<file path="config.mk">
export PLATFORM = sky130hd
export DESIGN_NAME = rwc_top
export DESIGN_NICKNAME = d
export VERILOG_FILES = /design/src/inc/rwc_pkg.sv /design/src/verilog/rwc_top.sv
export SDC_FILE = /design/constraint.sdc
export NUM_CORES = 1
export LEC_CHECK = 0
export BUFFER_PORTS_ARGS = -buffer_cell sky130_fd_sc_hd__buf_2
export CAP_MARGIN = 40
export CORE_UTILIZATION = 30
export DETAILED_ROUTE_END_ITERATION = 10
export PLACE_DENSITY = 0.54
export SYNTH_ARGS = -nofsm -noshare
export SYNTH_HDL_FRONTEND = slang
export SYNTH_SLANG_ARGS = --single-unit
</file>
<file path="constraint.sdc">
create_clock -name clk -period 3.7 [get_ports clk]
set_clock_uncertainty 0.2 [all_clocks]
set_input_delay 0.74 -clock clk [delete_from_list [all_inputs] [get_ports clk]]
set_output_delay 0.74 -clock clk [all_outputs]
set_load 0.005 [all_outputs]
</file>
<file path="src/inc/rwc_pkg.sv">
// Function
// - Any wake source turns regulator on
// - Enable stays latched after source drops
// - Only off request, supply loss or rst_n clears
// - Sample design-time bits each time supply becomes good
// - Off request high disables regulator unless test reset high
// - Counter match wake is active high
// - Core good and powered show function
// - Test reset high forces regulator on
// - Match wake gated by enable bit
package rwc_pkg;

  // ==========================================================
  // Bus layout
  localparam int RWC_ADDR_W = 4;
  localparam logic [RWC_ADDR_W-1:0] RWC_OFF_CTRL = 4'h0;
  localparam logic [RWC_ADDR_W-1:0] RWC_OFF_STATUS = 4'h4;
  localparam logic [1:0] RWC_RESP_OKAY = 2'h0;
  localparam logic [1:0] RWC_RESP_SLVERR = 2'h2;

  // ==========================================================
  // Register fields
  localparam int RWC_CTRL_MATCH_EN = 0;
  localparam int RWC_STAT_REG_ON = 0;
  localparam int RWC_STAT_LATCH = 1;
  localparam int RWC_STAT_SUPPLY = 2;
  localparam int RWC_STAT_PIN_WAKE = 3;
  localparam int RWC_STAT_TRST = 4;
  localparam int RWC_STAT_MATCH = 5;
  localparam logic RWC_MATCH_EN_RST = 1'h0;

  // ==========================================================
  // Sequencer states
  typedef enum logic [1:0] {
    RWC_ST_NOSUP = 2'h0,
    RWC_ST_INIT = 2'h1,
    RWC_ST_RUN = 2'h2
  } rwc_state_t;

  typedef struct packed {
    rwc_state_t state;
    logic [2:0] pin_sync;
    logic pin_f;
    logic [2:0] sup_sync;
    logic sup_f;
    logic [2:0] trst_sync;
    logic trst_f;
    logic latch;
    logic match_en;
    logic reg_en_out;
    logic good_out;
    logic pwr_out;
    logic aw_got;
    logic [RWC_ADDR_W-1:0] aw_addr;
    logic w_got;
    logic [31:0] w_data;
    logic [3:0] w_strb;
    logic awready;
    logic wready;
    logic bvalid;
    logic [1:0] bresp;
    logic arready;
    logic rvalid;
    logic [31:0] rdata;
    logic [1:0] rresp;
  } rwc_st_t;

  // Wake pin and supply reset inactive; trst reset high keeps the regulator safe
  localparam rwc_st_t RWC_ST_RST = '{
    state: RWC_ST_NOSUP,
    pin_sync: 3'h7,
    pin_f: 1'h1,
    sup_sync: 3'h0,
    sup_f: 1'h0,
    trst_sync: 3'h7,
    trst_f: 1'h1,
    latch: 1'h0,
    match_en: RWC_MATCH_EN_RST,
    reg_en_out: 1'h1,
    good_out: 1'h0,
    pwr_out: 1'h0,
    aw_got: 1'h0,
    aw_addr: 4'h0,
    w_got: 1'h0,
    w_data: 32'h0,
    w_strb: 4'h0,
    awready: 1'h1,
    wready: 1'h1,
    bvalid: 1'h0,
    bresp: 2'h0,
    arready: 1'h1,
    rvalid: 1'h0,
    rdata: 32'h0,
    rresp: 2'h0
  };

endpackage : rwc_pkg

</file>
<file path="src/verilog/rwc_top.sv">
`timescale 1ns/1ps
module rwc_top (
  input wire logic clk,
  input wire logic rst_n,
  input wire logic ce,
  input wire logic wake_pin_n,
  input wire logic supply_good,
  input wire logic trst,
  input wire logic regulator_off_request,
  input wire logic match_output,
  input wire logic init_feature_en,
  input wire logic init_state_select,
  output logic regulator_enable,
  output logic core_good,
  output logic core_powered,
  input wire logic [rwc_pkg::RWC_ADDR_W-1:0] s_axi_awaddr,
  input wire logic s_axi_awvalid,
  output logic s_axi_awready,
  input wire logic [31:0] s_axi_wdata,
  input wire logic [3:0] s_axi_wstrb,
  input wire logic s_axi_wvalid,
  output logic s_axi_wready,
  output logic [1:0] s_axi_bresp,
  output logic s_axi_bvalid,
  input wire logic s_axi_bready,
  input wire logic [rwc_pkg::RWC_ADDR_W-1:0] s_axi_araddr,
  input wire logic s_axi_arvalid,
  output logic s_axi_arready,
  output logic [31:0] s_axi_rdata,
  output logic [1:0] s_axi_rresp,
  output logic s_axi_rvalid,
  input wire logic s_axi_rready
);
  import rwc_pkg::*;

  rwc_st_t st_q;
  rwc_st_t st_d;
  logic counter_match_wake;
  logic wake_any;

  // ==========================================================
  // Helpers
  // Only stages two and three are looked at; stage one may be metastable
  function automatic logic rwc_filt(input logic [2:0] s, input logic f);
    rwc_filt = (s[1] == s[2]) ? s[2] : f;
  endfunction : rwc_filt

  function automatic logic [RWC_ADDR_W-1:0] rwc_word(
    input logic [RWC_ADDR_W-1:0] a);
    rwc_word = {a[RWC_ADDR_W-1:2], 2'h0};
  endfunction : rwc_word

  // ==========================================================
  // Next state
  always_comb begin
    st_d = st_q;
    st_d.pin_sync = {st_q.pin_sync[1:0], wake_pin_n};
    st_d.pin_f = rwc_filt(st_q.pin_sync, st_q.pin_f);
    st_d.sup_sync = {st_q.sup_sync[1:0], supply_good};
    st_d.sup_f = rwc_filt(st_q.sup_sync, st_q.sup_f);
    st_d.trst_sync = {st_q.trst_sync[1:0], trst};
    st_d.trst_f = rwc_filt(st_q.trst_sync, st_q.trst_f);
    counter_match_wake = match_output & st_q.match_en;
    wake_any = ~st_q.pin_f | counter_match_wake;

    case (st_q.state)
      RWC_ST_NOSUP: begin
        st_d.latch = 1'h0;
        if (st_q.sup_f) begin
          st_d.state = RWC_ST_INIT;
        end
      end
      RWC_ST_INIT: begin
        if (!st_q.sup_f) begin
          st_d.latch = 1'h0;
          st_d.state = RWC_ST_NOSUP;
        end else begin
          st_d.latch = init_feature_en & init_state_select;
          st_d.state = RWC_ST_RUN;
        end
      end
      RWC_ST_RUN: begin
        if (!st_q.sup_f) begin
          st_d.latch = 1'h0;
          st_d.state = RWC_ST_NOSUP;
        end else if (regulator_off_request) begin
          st_d.latch = 1'h0;
        end else if (wake_any) begin
          st_d.latch = 1'h1;
        end
      end
      default: begin
        st_d.latch = 1'h0;
        st_d.state = RWC_ST_NOSUP;
      end
    endcase

    st_d.reg_en_out = st_d.latch | st_d.trst_f;
    st_d.good_out = st_d.latch & st_d.sup_f;
    st_d.pwr_out = st_d.latch & st_d.sup_f;

    // ========================================================
    // AXI4-Lite write
    if (st_q.awready && s_axi_awvalid) begin
      st_d.aw_got = 1'h1;
      st_d.aw_addr = s_axi_awaddr;
      st_d.awready = 1'h0;
    end
    if (st_q.wready && s_axi_wvalid) begin
      st_d.w_got = 1'h1;
      st_d.w_data = s_axi_wdata;
      st_d.w_strb = s_axi_wstrb;
      st_d.wready = 1'h0;
    end
    if (st_q.aw_got && st_q.w_got && !st_q.bvalid) begin
      st_d.aw_got = 1'h0;
      st_d.w_got = 1'h0;
      st_d.bvalid = 1'h1;
      if (rwc_word(st_q.aw_addr) == RWC_OFF_CTRL) begin
        st_d.bresp = RWC_RESP_OKAY;
        if (st_q.w_strb[0]) begin
          st_d.match_en = st_q.w_data[RWC_CTRL_MATCH_EN];
        end
      end else if (rwc_word(st_q.aw_addr) == RWC_OFF_STATUS) begin
        // Status is read only; writes are accepted and dropped
        st_d.bresp = RWC_RESP_OKAY;
      end else begin
        st_d.bresp = RWC_RESP_SLVERR;
      end
    end
    if (st_q.bvalid && s_axi_bready) begin
      st_d.bvalid = 1'h0;
      st_d.awready = 1'h1;
      st_d.wready = 1'h1;
    end

    // ========================================================
    // AXI4-Lite read
    if (st_q.arready && s_axi_arvalid) begin
      st_d.arready = 1'h0;
      st_d.rvalid = 1'h1;
      st_d.rdata = 32'h0;
      st_d.rresp = RWC_RESP_OKAY;
      if (rwc_word(s_axi_araddr) == RWC_OFF_CTRL) begin
        st_d.rdata[RWC_CTRL_MATCH_EN] = st_q.match_en;
      end else if (rwc_word(s_axi_araddr) == RWC_OFF_STATUS) begin
        st_d.rdata[RWC_STAT_REG_ON] = st_q.reg_en_out;
        st_d.rdata[RWC_STAT_LATCH] = st_q.latch;
        st_d.rdata[RWC_STAT_SUPPLY] = st_q.sup_f;
        st_d.rdata[RWC_STAT_PIN_WAKE] = ~st_q.pin_f;
        st_d.rdata[RWC_STAT_TRST] = st_q.trst_f;
        st_d.rdata[RWC_STAT_MATCH] = counter_match_wake;
      end else begin
        st_d.rresp = RWC_RESP_SLVERR;
      end
    end
    if (st_q.rvalid && s_axi_rready) begin
      st_d.rvalid = 1'h0;
      st_d.arready = 1'h1;
    end
  end

  // ==========================================================
  // State register
  always_ff @(posedge clk) begin
    if (!rst_n) begin
      st_q <= RWC_ST_RST;
    end else if (ce) begin
      st_q <= st_d;
    end
  end

  assign regulator_enable = st_q.reg_en_out;
  assign core_good = st_q.good_out;
  assign core_powered = st_q.pwr_out;
  assign s_axi_awready = st_q.awready;
  assign s_axi_wready = st_q.wready;
  assign s_axi_bvalid = st_q.bvalid;
  assign s_axi_bresp = st_q.bresp;
  assign s_axi_arready = st_q.arready;
  assign s_axi_rvalid = st_q.rvalid;
  assign s_axi_rdata = st_q.rdata;
  assign s_axi_rresp = st_q.rresp;
endmodule : rwc_top
</file>
# Word-level counts from Yosys, hierarchy flattened
# Index checks and enable logic that the tools add are counted.
# Widths: inputs -> output; s select.
word_totals:
  reg_bits: 75
  in_bits: 59
  output_inout_bits: 44
op_classes:
  n_eq_ne: 9
  muxes: 28
  bitwise_logic: 6
  n_reduce_logical: 30
op_table:
  columns: ["cell", "n"]
  rows:
  - ["$mux 37", 1]
  - ["$mux 36", 1]
  - ["$reduce_and 2->1", 11]
  - ["$mux 2", 8]
  - ["$reduce_bool 2->1", 6]
  - ["$mux 1", 11]
  - ["$mux 5", 2]
  - ["$logic_and 1x1->1", 7]
  - ["$eq 2x1->1 const B", 3]
  - ["$logic_not 2->1", 3]
  - ["$mux 3", 2]
  - ["$mux 6", 1]
  - ["$pmux 2 s3", 1]
  - ["$ne 2x2->1 const B", 2]
  - ["$reduce_and 4->1", 1]
  - ["$and 1x1->1", 3]
  - ["$eq 1x1->1", 3]
  - ["$reduce_and 3->1", 1]
  - ["$eq 2x2->1 const B", 1]
  - ["$or 1x1->1", 2]
  - ["$pmux 1 s2", 1]
  - ["$logic_not 1->1", 1]
  - ["$not 1->1", 1]

# Depth between registers and ports, before layout
# Gate-level depths: netlist of the first run.
logic_depth:
  depth_word: 7
  depth_mapped: 6
  mapped_depth_nobuf: 6

# Worst setup path before layout of the first run
# No wires, ideal clock.
synth_timing:
  path_kind: "input -> register"
  from: "input port ce"
  to: "register st_q[86] (netlist bit)"
  setup_ns: 0.116
  arrival_ns: 1.452
  path_slack_ns: 1.932
  path_stages: 5
  path_cell_list: "buf_6 > nand4b_4 > nor4b_4 > mux2i_1 > nor2b_1"
synth_between:
  elab_chain_len: 1
synth_lines:
  columns: ["item", "line", "text"]
  rows:
  - ["start: declaration", "rwc_top.sv:5", "input wire logic ce,"]
  - ["$reduce_and 4->1 (no source line)", null, null]
  - ["end signal: assignment", "rwc_top.sv:169", "st_q <= st_d;"]
  - ["end: declaration", "rwc_top.sv:36", "rwc_st_t st_q;"]
# No other way between the ends.
# A chain may end at the register's enable or synchronous reset.

# Worst setup path in the final report of the first run
layout_timing:
  from: "input port ce"
  to: "register st_q, in the netlist s_axi_rdata[0]"
layout_between:
  elab_chain_len: 1
layout_lines:
  columns: ["item"]
  rows:
  - ["$reduce_and 2->1 (no source line)"]
# No other way between the ends.

==> implementation parameters, run 1 <==
Parameter                              Value

Yosys
  Synth top area share ... between 30% and 40%
  Flip-flop and latch count after synthesis ... 37
  Main area contributors after synthesis ... sky130_fd_sc_hd__dfxtp_1 39%, sky130_fd_sc_hd__buf_4 15%, sky130_fd_sc_hd__mux2i_1 8.4%, sky130_fd_sc_hd__nand2_1 5.3%, sky130_fd_sc_hd__nor2b_1 4.3%
  Mean post-synth cell area ... approximately 9.0 µm²
  FFs w/ async S/R, synth ... 0%
  Most used flip-flop cell after synthesis ... sky130_fd_sc_hd__dfxtp_1
  Register area share after synthesis ... between 30 and 40%
  Cell area after synthesis ... between 1500 and 2000 µm²
  Post-synth EDFFs ... 0
  Warning count from the yosys run ... 0
  Count of different cell masters after synthesis ... 35
  Most area-hungry cell type in the Yosys netlist ... sky130_fd_sc_hd__dfxtp_1
  Mapped Cells ... roughly 210

Finish
  Number of standard cells in the layout, taps in and fillers out ... between 300 and 400
  Final design instance area without fill ... slightly above 2000 µm²
  Most frequent standard cell in the layout excluding fill and tap cells ... sky130_fd_sc_hd__dfxtp_1
  Area used by multi-input combinational logic ... just under 900 µm²
  Footprint of the flip-flops and latches ... around 740 µm²
  Synthesis-to-finish area growth ... 6.67%
  Commonest cells after routing, fill and taps aside ... 37 x sky130_fd_sc_hd__dfxtp_1, 36 x sky130_fd_sc_hd__buf_2, 28 x sky130_fd_sc_hd__conb_1, 27 x sky130_fd_sc_hd__nand2_1, 16 x sky130_fd_sc_hd__mux2i_1
  Post-Route Utilization ... between 30% and 40%
  Final #Nets ... between 200 and 300
  Fraction of layout cells with a size suffix above 1 ... 19.2%
  Number of filler instances in the final layout ... ~640
  Number of antenna diodes ... 0

Clock tree
  Quantity of hold-fixing buffers added after cts ... 0
  Clock buffer count from CTS ... 5
  Post-CTS Setup Bufs ... 0
  TritonCTS clock tree ... built
  Max Buffers Root-to-Sink ... 2
  Count of instances resized after the clock tree is built ... 0
  Clock-pin slew on the worst setup and hold paths ... approximately 70 ps
  Sink count of the clock tree ... 37
  H-tree levels ... 2
  Clock root cell ... sky130_fd_sc_hd__clkbuf_8
  Clk_lat worst skew ... ~280 ps

Detailed routing
  First-pass iteration count of the detailed router ... 4
  Remaining antenna violation count after routing ... 0
  Average routed wire per standard cell ... between 10 and 15 µm
  Via-per-instance ratio ... approximately 4.3
  Starting DRC count in detailed routing ... 35
  Number of vias after detailed routing ... roughly 1300
  Post-Route WL ... 3240 µm
  Number of design rule violations left after detail routing ... 0

Hold path
  Worst hold path type ... reg2reg

Worst setup path
  Data required, critical path ... roughly 3700 ps
  R2r setup slk ... 2100 ps
  Crit path launch type ... primary input
  Critical Path, Cell by Cell ... buf_2 -> nand3_2 -> nor3_1 -> a21oi_1 -> nor2b_1
  Maximum fanout along the worst path ... 35
  Worst r2r src ... st_q[100]
  Delay of the slowest critical-path stage ... 540 ps
  Destination of the worst register-to-register timing path ... regulator_enable
  Class of the most critical setup path ... in2reg
  Slowest cell on the critical path ... sky130_fd_sc_hd__buf_2
  Critical path endpoint category ... flop
  R2R cell count ... 6
  CP endpoint ... s_axi_rdata[0]
  Data arrival time of the critical path ... roughly 2100 ps
  Crit. Startpoint ... ce

Pwr
  Largest vdd supply drop ... 0.000184 V
  Leakage dissipation ... ~0.9 nW
  Total power after layout ... about 0.77 mW
  Total power density per cell area ... ~380 nW/µm²

Global route
  Global route total overflow ... 0
  First-pass GRT wire length ... between 5000 and 6000 µm
  Tot GR Track Use ... 11.1%
  Via count of the first global-routing pass ... 1229
  Initial antenna violation count ... 0
  Largest net degree at the start of global routing ... 38

Floorplanning
  Placement row count ... 28
  Die footprint ... between 6000 and 7000 µm²
  Standard cell core area ... about 6000 µm²
  Chip width ... between 80 and 90 µm
  Ports placed on the boundary ... between 100 and 150
  Initial Utilization ... 31.6%
  Floorplan die height ... between 80 and 90 µm

STA
  Minimum hold slack ... 259 ps
  Time the final worst path needs with I/O delays and setup ... about 2100 ps
  Final number of hold-violating endpoints ... 0
  Setup repair after global routing missed its margin ... no
  Number of pins with negative max-slew slack in the final report ... 0
  Final worst setup slack ... 1610 ps
  # setup viols final ... 0
  Headroom to the max-slew limit ... between 50% and 60%
  Transition time of the tightest slew-check pin ... around 700 ps
  Accumulated negative setup slack ... 0 ps
  Final period utilization ... between 50% and 60%
  Timing-limited maximum frequency ... around 0.48 GHz

Placed design
  Post-DP Area ... between 1500 and 2000 µm²
  Number of input and output port buffers inserted ... 36
  Post-Place Setup Slack ... 1310 ps
  Placer congestion estimate ... around 0.66
  Half-perimeter wire length after detailed placement ... around 2400 µm
  Number of placed instances, taps included ... roughly 300

Run
  Max-capacitance violation count ... 0

Outcome
  Run status ... completed
## routing by layer
metal | GRT usage [%] | up-vias | wire (µm)
met5 | 0 | - | 0
met4 | 6.43 | 0 | 75
met3 | 2.44 | 8 | 144
met2 | 17.1 | 41 | 1460
met1 | 14.2 | 598 | 1570
li1 | - | 684 | -
## registers in the layout, indices dropped and copies added, names as in the netlist
name              cells
s_axi_arready         1
s_axi_rdata           6
core_powered          1
regulator_enable      1
s_axi_rresp           1
s_axi_awready         1
st_d                  6
st_q                 16
s_axi_bvalid          1
s_axi_bresp           1
s_axi_wready          1
s_axi_rvalid          1
## report_power, final
group / internal [mW] / leakage, nW / total [mW] / switching (mW)
Clock: 0.148 / 0.0443 / 0.279 / 0.131
Sequential: 0.411 / 0.301 / 0.420 / 0.00924
Combinational: 0.0286 / 0.560 / 0.0673 / 0.0386
## cell type report
cell class	instances	share of cell area [%]
multi-input cells	147	44.2
flip-flops and latches	37	36.6
repair buffers	36	8.91
well taps	75	4.64
clock buffers	7	4.27
inverters	7	1.30
## cells in the mapped netlist, drive strengths merged (3+ instances only)
cell	number
clkbuf	3
ha	3
dfxtp	37
o21ai	8
a21oi	10
mux2i	16
nand2	27
buf	44
inv	7
a21o	4
nor2b	13
a21boi	8
nand3	9
## worst max-delay path: cells and delay by family
family / cells / cell delay [ps]
AND/OR/NAND/NOR: 3 / 760
buffers and inverters: 1 / 540
AO/OA/AOI/OAI: 1 / 60
## how the worst min path moves through the flow
stage	slack (ps)	from	to	cells after the start
4_1_cts	260	s_axi_rdata[5]	s_axi_rdata[5]	2
2_1_floorplan	240	s_axi_rdata[1]	s_axi_rdata[1]	2
5_1_grt	280	s_axi_rdata[5]	s_axi_rdata[5]	2
6_report	260	s_axi_rdata[5]	s_axi_rdata[5]	2
3_3_place_gp	250	s_axi_rdata[1]	s_axi_rdata[1]	2
3_5_place_dp	260	s_axi_rdata[5]	s_axi_rdata[5]	2
## kinds of logic (layout without fill, tap and decap cells)
| kind of cell | after synthesis | after routing | synth area share [%] |
|---|---|---|---|
| multiplexers | 16 | 16 | 8.45 |
| buffers and inverters | 54 | 50 | 19.1 |
| other | 1 | 28 | 0.198 |
| AO/OA/AOI/OAI | 36 | 36 | 12.0 |
| flip-flops | 37 | 37 | 39.1 |
| AND/OR/NAND/NOR | 63 | 63 | 18.7 |
| adder cells (fa/ha/maj) | 4 | 4 | 2.51 |
Note: power is estimated with default switching activity, not from simulation.
==> run 2: changes to the inputs <==
Settings changed: ABC_AREA set to 1, PLACE_DENSITY 0.54 to 0.56.
Clock period 3.7 ns to 1.9 ns, I/O delays scaled along.
==> implementation parameters, run 2 <==
Parameter                              Value

Global route
  GR Layer Usage met3 ... under 10%
  Via count of the first global-routing pass ... 1243
  Global route total overflow ... 0
  GR peak layer ... met2
  First-pass GRT wire length ... about 5400 µm
  Tot GR Track Use ... about 11%
  Largest net degree at the start of global routing ... 22
  Routing usage on met1 ... approximately 14%
  Met2 Track Usage GR ... roughly 18%
  Initial antenna violation count ... 0

Pwr
  Switching Power ... around 0.37 mW
  Combinational power share ... 10.3%
  Internal power ... ~1.1 mW
  Clk network pwr share ... roughly a third
  Seq pwr share ... 55.7%
  Total power after layout ... about 1.5 mW
  Leakage dissipation ... 0.923 nW
  Largest vdd supply drop ... 0.000270 V
  Switching fraction of total power ... about a quarter
  Total power density per cell area ... approximately 770 nW/µm²

Clock tree
  Post-CTS Setup Bufs ... 0
  TritonCTS clock tree ... built
  Clk_lat worst skew ... 280 ps
  Count of instances resized after the clock tree is built ... 0
  H-tree levels ... 2
  Clock-pin slew on the worst setup and hold paths ... around 70 ps
  Clock root cell ... sky130_fd_sc_hd__clkbuf_8
  Quantity of hold-fixing buffers added after cts ... 0
  Clock buffer count from CTS ... 5
  Max Buffers Root-to-Sink ... 2
  Sink count of the clock tree ... 37

Yosys
  Register area share after synthesis ... between 40% and 50%
  Multiplexer fraction of the synthesized cell area ... 0%
  Parity-gate share of the synthesized area counting xor and xnor cells ... 0%
  Most used flip-flop cell after synthesis ... sky130_fd_sc_hd__dfxtp_1
  Warning count from the yosys run ... 0
  Main area contributors after synthesis ... sky130_fd_sc_hd__dfxtp_1 41%, sky130_fd_sc_hd__buf_4 16%, sky130_fd_sc_hd__nand2_1 9.8%, sky130_fd_sc_hd__a21oi_1 5.3%, sky130_fd_sc_hd__nand3_1 4.2%
  Dominant combinational cell family by area after synthesis ... buffers and inverters
  Most area-hungry cell type in the Yosys netlist ... sky130_fd_sc_hd__dfxtp_1
  Post-synth EDFFs ... 0
  Simple-gate share of the synthesized area ... approximately a fifth
  Most common cell in the netlist ... sky130_fd_sc_hd__nand2_1
  FFs w/ async S/R, synth ... 0%
  Mean post-synth cell area ... 7.89 µm²
  Synthesized-area fraction occupied by ao, oa, aoi and oai cells ... approximately 14%
  Synth top area share ... between 40 and 50%
  Count of different cell masters after synthesis ... 25
  Cell area after synthesis ... ~1800 µm²
  Flip-flop and latch count after synthesis ... 37
  Top cells by instance count after synthesis ... 47 x sky130_fd_sc_hd__nand2_1, 38 x sky130_fd_sc_hd__buf_4, 37 x sky130_fd_sc_hd__dfxtp_1
  Mapped Cells ... about 230
  Share of synthesized cell area in full adder, half adder and majority cells ... ~2.1%

Detailed routing
  Number of design rule violations left after detail routing ... 0
  First-pass iteration count of the detailed router ... 4
  Starting DRC count in detailed routing ... 44
  Number of vias after detailed routing ... around 1400
  Post-Route WL ... 3100 µm
  Remaining antenna violation count after routing ... 0
  Average routed wire per standard cell ... ~9.4 µm
  Via-per-instance ratio ... between 4 and 5

Floorplanning
  Initial Utilization ... between 30% and 40%
  Standard cell core area ... 5640 µm²
  Ports placed on the boundary ... slightly above 100
  Placement row count ... 27
  Chip width ... roughly 79 µm
  Die footprint ... about 6300 µm²
  Floorplan die height ... slightly below 80 µm

Worst setup path
  Maximum fanout along the worst path ... 3
  Cell type with the highest occurrence count on the critical path ... sky130_fd_sc_hd__a21oi_2
  Delay of the slowest critical-path stage ... approximately 350 ps
  Data required, critical path ... between 1500 and 2000 ps
  Slowest cell on the critical path ... sky130_fd_sc_hd__dfxtp_1
  Data arrival time of the critical path ... 1420 ps
  Crit path launch type ... flop
  Class of the most critical setup path ... reg2reg
  Critical path endpoint category ... flop
  R2r setup slk ... a little under 500 ps
  Critical Path, Cell by Cell ... inv_1 -> ha_1 -> nand2_1 -> a21oi_2 -> nand3_1 -> a21oi_2

Placed design
  Half-perimeter wire length after detailed placement ... about 2300 µm
  Number of input and output port buffers inserted ... 36
  Post-DP Area ... 1880 µm²
  Placer congestion estimate ... around 0.77

Finish
  Number of antenna diodes ... 0
  Most frequent standard cell in the layout excluding fill and tap cells ... sky130_fd_sc_hd__nand2_1
  Fraction of layout cells with a size suffix above 1 ... around a fifth
  Synthesis-to-finish area growth ... 8.77%
  Commonest cells after routing, fill and taps aside ... 47 x sky130_fd_sc_hd__nand2_1, 37 x sky130_fd_sc_hd__dfxtp_1, 36 x sky130_fd_sc_hd__buf_2, 28 x sky130_fd_sc_hd__conb_1, 19 x sky130_fd_sc_hd__a21oi_1
  Final design instance area without fill ... 1960 µm²
  Post-Route Utilization ... about a third
  Max FFs per register ... 16
  Most flop-heavy register ... st_q
  Final #Nets ... around 320

Hold path
  Worst hold path type ... in2reg

STA
  Final period utilization ... approximately 74%
  # setup viols final ... 0
  Accumulated negative setup slack ... 0 ps
  Final number of hold-violating endpoints ... 0
  Number of pins with negative max-slew slack in the final report ... 0
  Timing-limited maximum frequency ... between 0.7 and 0.8 GHz
  Setup repair after global routing missed its margin ... no
  Time the final worst path needs with I/O delays and setup ... between 1000 and 1500 ps

Outcome
  Run status ... completed

Run
  Max-capacitance violation count ... 0
run 2: worst max-delay path, delay by kind of cell (launching register included):
kind,cells,cell delay [ps]
compound gates,2,260
fa+ha+maj,1,280
buf+inv,1,70
flops,1,350
simple gates,2,190
run 2: worst paths after layout:
kind | startpoint | to | cells after the start
worst min-delay path | wake_pin_n | st_d[98] | 3
worst max-delay path | st_q[101] | core_powered | 6
worst max register to register | st_q[101] | core_powered | 6
worst min register to register | s_axi_bresp[1] | s_axi_bresp[1] | 2
run 2: per-stage QoR:
stage / setup WS (ps) / hold slack, ps / std cells
finish: 490 / 114 / 330
global route: 340 / 122 / 330
CTS: 472 / 115 / 330
detailed placement: 469 / 242 / 322
global placement: 448 / 238 / 322
floorplan: 619 / 223 / 255
run 2: metal layers:
metal  part of all wire (%)  up-vias  routed length, µm
met2                     45       43               1400
met3                    4.9        4                153
li1                       -      732                  -
met5                      0        -                  0
met4                    2.2        0                 69
met1                     48      590               1490
run 2: final cells by class:
| class | instances | area (µm²) |
|---|---|---|
| Fill cell | 606 | 3690 |
| Clock buffer | 8 | 80.1 |
| Tap cell | 72 | 90.1 |
| Multi-Input combinational cell | 154 | 756 |
| Inverter | 21 | 81.3 |
| Sequential cell | 37 | 741 |
| Timing Repair Buffer | 38 | 208 |
run 2: power groups by stage:
stage / logic (mW) / registers (mW) / clock network (mW)
after floorplan: 0.152 / 0.850 / 0
after global placement: 0.156 / 0.853 / 0
after detailed placement: 0.157 / 0.853 / 0
after CTS: 0.158 / 0.836 / 0.533
after global routing: 0.182 / 0.841 / 0.574
final: 0.155 / 0.836 / 0.510
run 2: cells by family (layout without fill, tap and decap cells):
family	after synthesis	count (layout)
flip-flops	37	37
other	1	28
buffers and inverters	64	67
AND/OR/NAND/NOR	81	81
AO/OA/AOI/OAI	42	42
adder cells (fa/ha/maj)	3	3
==> run 3: changes to the inputs <==
Settings changed: ABC_AREA 1 to 0.
Clock period 1.9 ns to 1.2 ns, I/O delays scaled along.
==> implementation parameters, run 3 (synthesis results as in run 1) <==
Parameter                              Value

Detailed routing
  Via-per-instance ratio ... ~4.2
  Post-Route WL ... 3700 µm
  Starting DRC count in detailed routing ... 31
  Remaining antenna violation count after routing ... 0
  Average routed wire per standard cell ... roughly 11 µm
  Number of design rule violations left after detail routing ... 0
  Number of vias after detailed routing ... ~1400
  First-pass iteration count of the detailed router ... 3

Pwr
  Leakage dissipation ... ~1.1 nW
  Total power density per cell area ... ~1100 nW/µm²
  Largest vdd supply drop ... slightly above 0.0007 V

Clock tree
  TritonCTS clock tree ... built
  Max Buffers Root-to-Sink ... 2
  H-tree levels ... 2
  Sink count of the clock tree ... 37
  Clock-pin slew on the worst setup and hold paths ... ~70 ps
  Clk_lat worst skew ... between 200 and 300 ps
  Clock buffer count from CTS ... 5
  Clock root cell ... sky130_fd_sc_hd__clkbuf_8

Floorplanning
  Chip width ... 81.5 µm
  Placement row count ... 28
  Die footprint ... approximately 6600 µm²
  Floorplan die height ... approximately 81 µm
  Standard cell core area ... approximately 6000 µm²
  Ports placed on the boundary ... just over 100
  Initial Utilization ... roughly a third

STA
  Time the final worst path needs with I/O delays and setup ... between 1000 and 1500 ps
  Timing-limited maximum frequency ... 0.712 GHz
  Final worst setup slack ... -204 ps
  Minimum hold slack ... about 12 ps
  Setup repair after global routing missed its margin ... yes
  Final number of hold-violating endpoints ... 0
  Final period utilization ... 117%
  # setup viols final ... 9
  Number of pins with negative max-slew slack in the final report ... 0

Placed design
  Number of input and output port buffers inserted ... 36
  Placer congestion estimate ... between 0.7 and 0.8
  Half-perimeter wire length after detailed placement ... between 2000 and 3000 µm
  Number of placed instances, taps included ... ~320

Worst setup path
  Data arrival time of the critical path ... between 1000 and 1500 ps
  Critical path endpoint category ... flop
  Data required, critical path ... approximately 1200 ps
  Class of the most critical setup path ... reg2reg
  Crit path launch type ... flop
  Maximum fanout along the worst path ... 3
  R2r setup slk ... -200 ps

Hold path
  Worst hold path type ... in2reg

Outcome
  Violated checks ... negative setup slack
  Run status ... finished with violations

Global route
  Initial antenna violation count ... 0
  Via count of the first global-routing pass ... 1294
  Largest net degree at the start of global routing ... 13
  First-pass GRT wire length ... about 6100 µm
  Global route total overflow ... 0
  Tot GR Track Use ... roughly an eighth

Finish
  Max FFs per register ... 16
  Number of filler instances in the final layout ... roughly 620
  Final #Nets ... roughly 330
  Most frequent standard cell in the layout excluding fill and tap cells ... sky130_fd_sc_hd__buf_2
  Fraction of layout cells with a size suffix above 1 ... between 30% and 40%
  Number of standard cells in the layout, taps in and fillers out ... approximately 340
  Number of antenna diodes ... 0
  Commonest cells after routing, fill and taps aside ... 30 x sky130_fd_sc_hd__buf_2, 28 x sky130_fd_sc_hd__conb_1, 24 x sky130_fd_sc_hd__nand2_1, 21 x sky130_fd_sc_hd__buf_4, 21 x sky130_fd_sc_hd__dfxtp_1
  Most flop-heavy register ... st_q
  Synthesis-to-finish area growth ... 29.8%

Run
  Max-capacitance violation count ... 0
run 3: area by class of cell:
cell class                      instances  area [µm²]  area share, %
Clock inverter                          2        35.0           1.42
Multi-Input combinational cell        147         983           40.0
Sequential cell                        37         768           31.2
Timing Repair Buffer                   66         479           19.5
Inverter                                7        31.3           1.27
Clock buffer                            5        68.8           2.80
Tap cell                               75        93.8           3.81
run 3: power by group:
group | switching, mW | internal [mW] | leakage, nW
Clock | 0.416 | 0.604 | 0.0540
Sequential | 0.0286 | 1.26 | 0.307
Combinational | 0.143 | 0.154 | 0.747
Total | 0.587 | 2.02 | 1.11
run 3: path summary, 6_finish.rpt:
kind                                 startpoint          endpoint  cells after the start
worst min register to register   s_axi_rresp[1]    s_axi_rresp[1]                      2
worst max-delay path                  st_q[101]  regulator_enable                      6
worst min-delay path            s_axi_awaddr[3]          st_q[81]                      3
worst max register to register        st_q[101]  regulator_enable                      6
run 3: routing by layer:
metal / up-vias / track usage, % / wire, µm
met2: 42 / 18.8 / 1650
li1: 745 / - / -
met3: 5 / 3.11 / 205
met1: 644 / 16.6 / 1800
met5: - / 0 / 0
met4: 0 / 3.75 / 36
run 3: worst max-delay path: stages (launching register included):
cell and delay (ps):
sky130_fd_sc_hd__dfxtp_4 380, sky130_fd_sc_hd__inv_4 40, sky130_fd_sc_hd__ha_4 250, sky130_fd_sc_hd__nand4b_1 90, sky130_fd_sc_hd__a31oi_1 180, sky130_fd_sc_hd__nor2_2 80, sky130_fd_sc_hd__a41oi_2 120
run 3: timing repair:
item / in CTS / in global routing
gates resized for setup: 16 / 32
cloned: 0 / 0
hold endpoints to repair: 2 / 0
pin swaps: 5 / 5
setup endpoints to repair: 18 / 26
hold buffers: 2 / 0
setup buffers: 5 / 1
run 3: through the flow:
step | TNS [ps] | area, µm² | setup slack, ps | power (mW) | utilization (%)
after floorplan | -561 | 2050 | -134 | 1.54 | -
after global placement | -3420 | 2150 | -246 | 1.57 | 35.9
after detailed placement | -3690 | 2150 | -261 | 1.58 | 35.9
after CTS | -1300 | 2370 | -207 | 2.63 | 39.6
after global routing | -1890 | 2460 | -304 | 2.74 | 41.1
final | -1130 | 2460 | -204 | 2.61 | 41.1
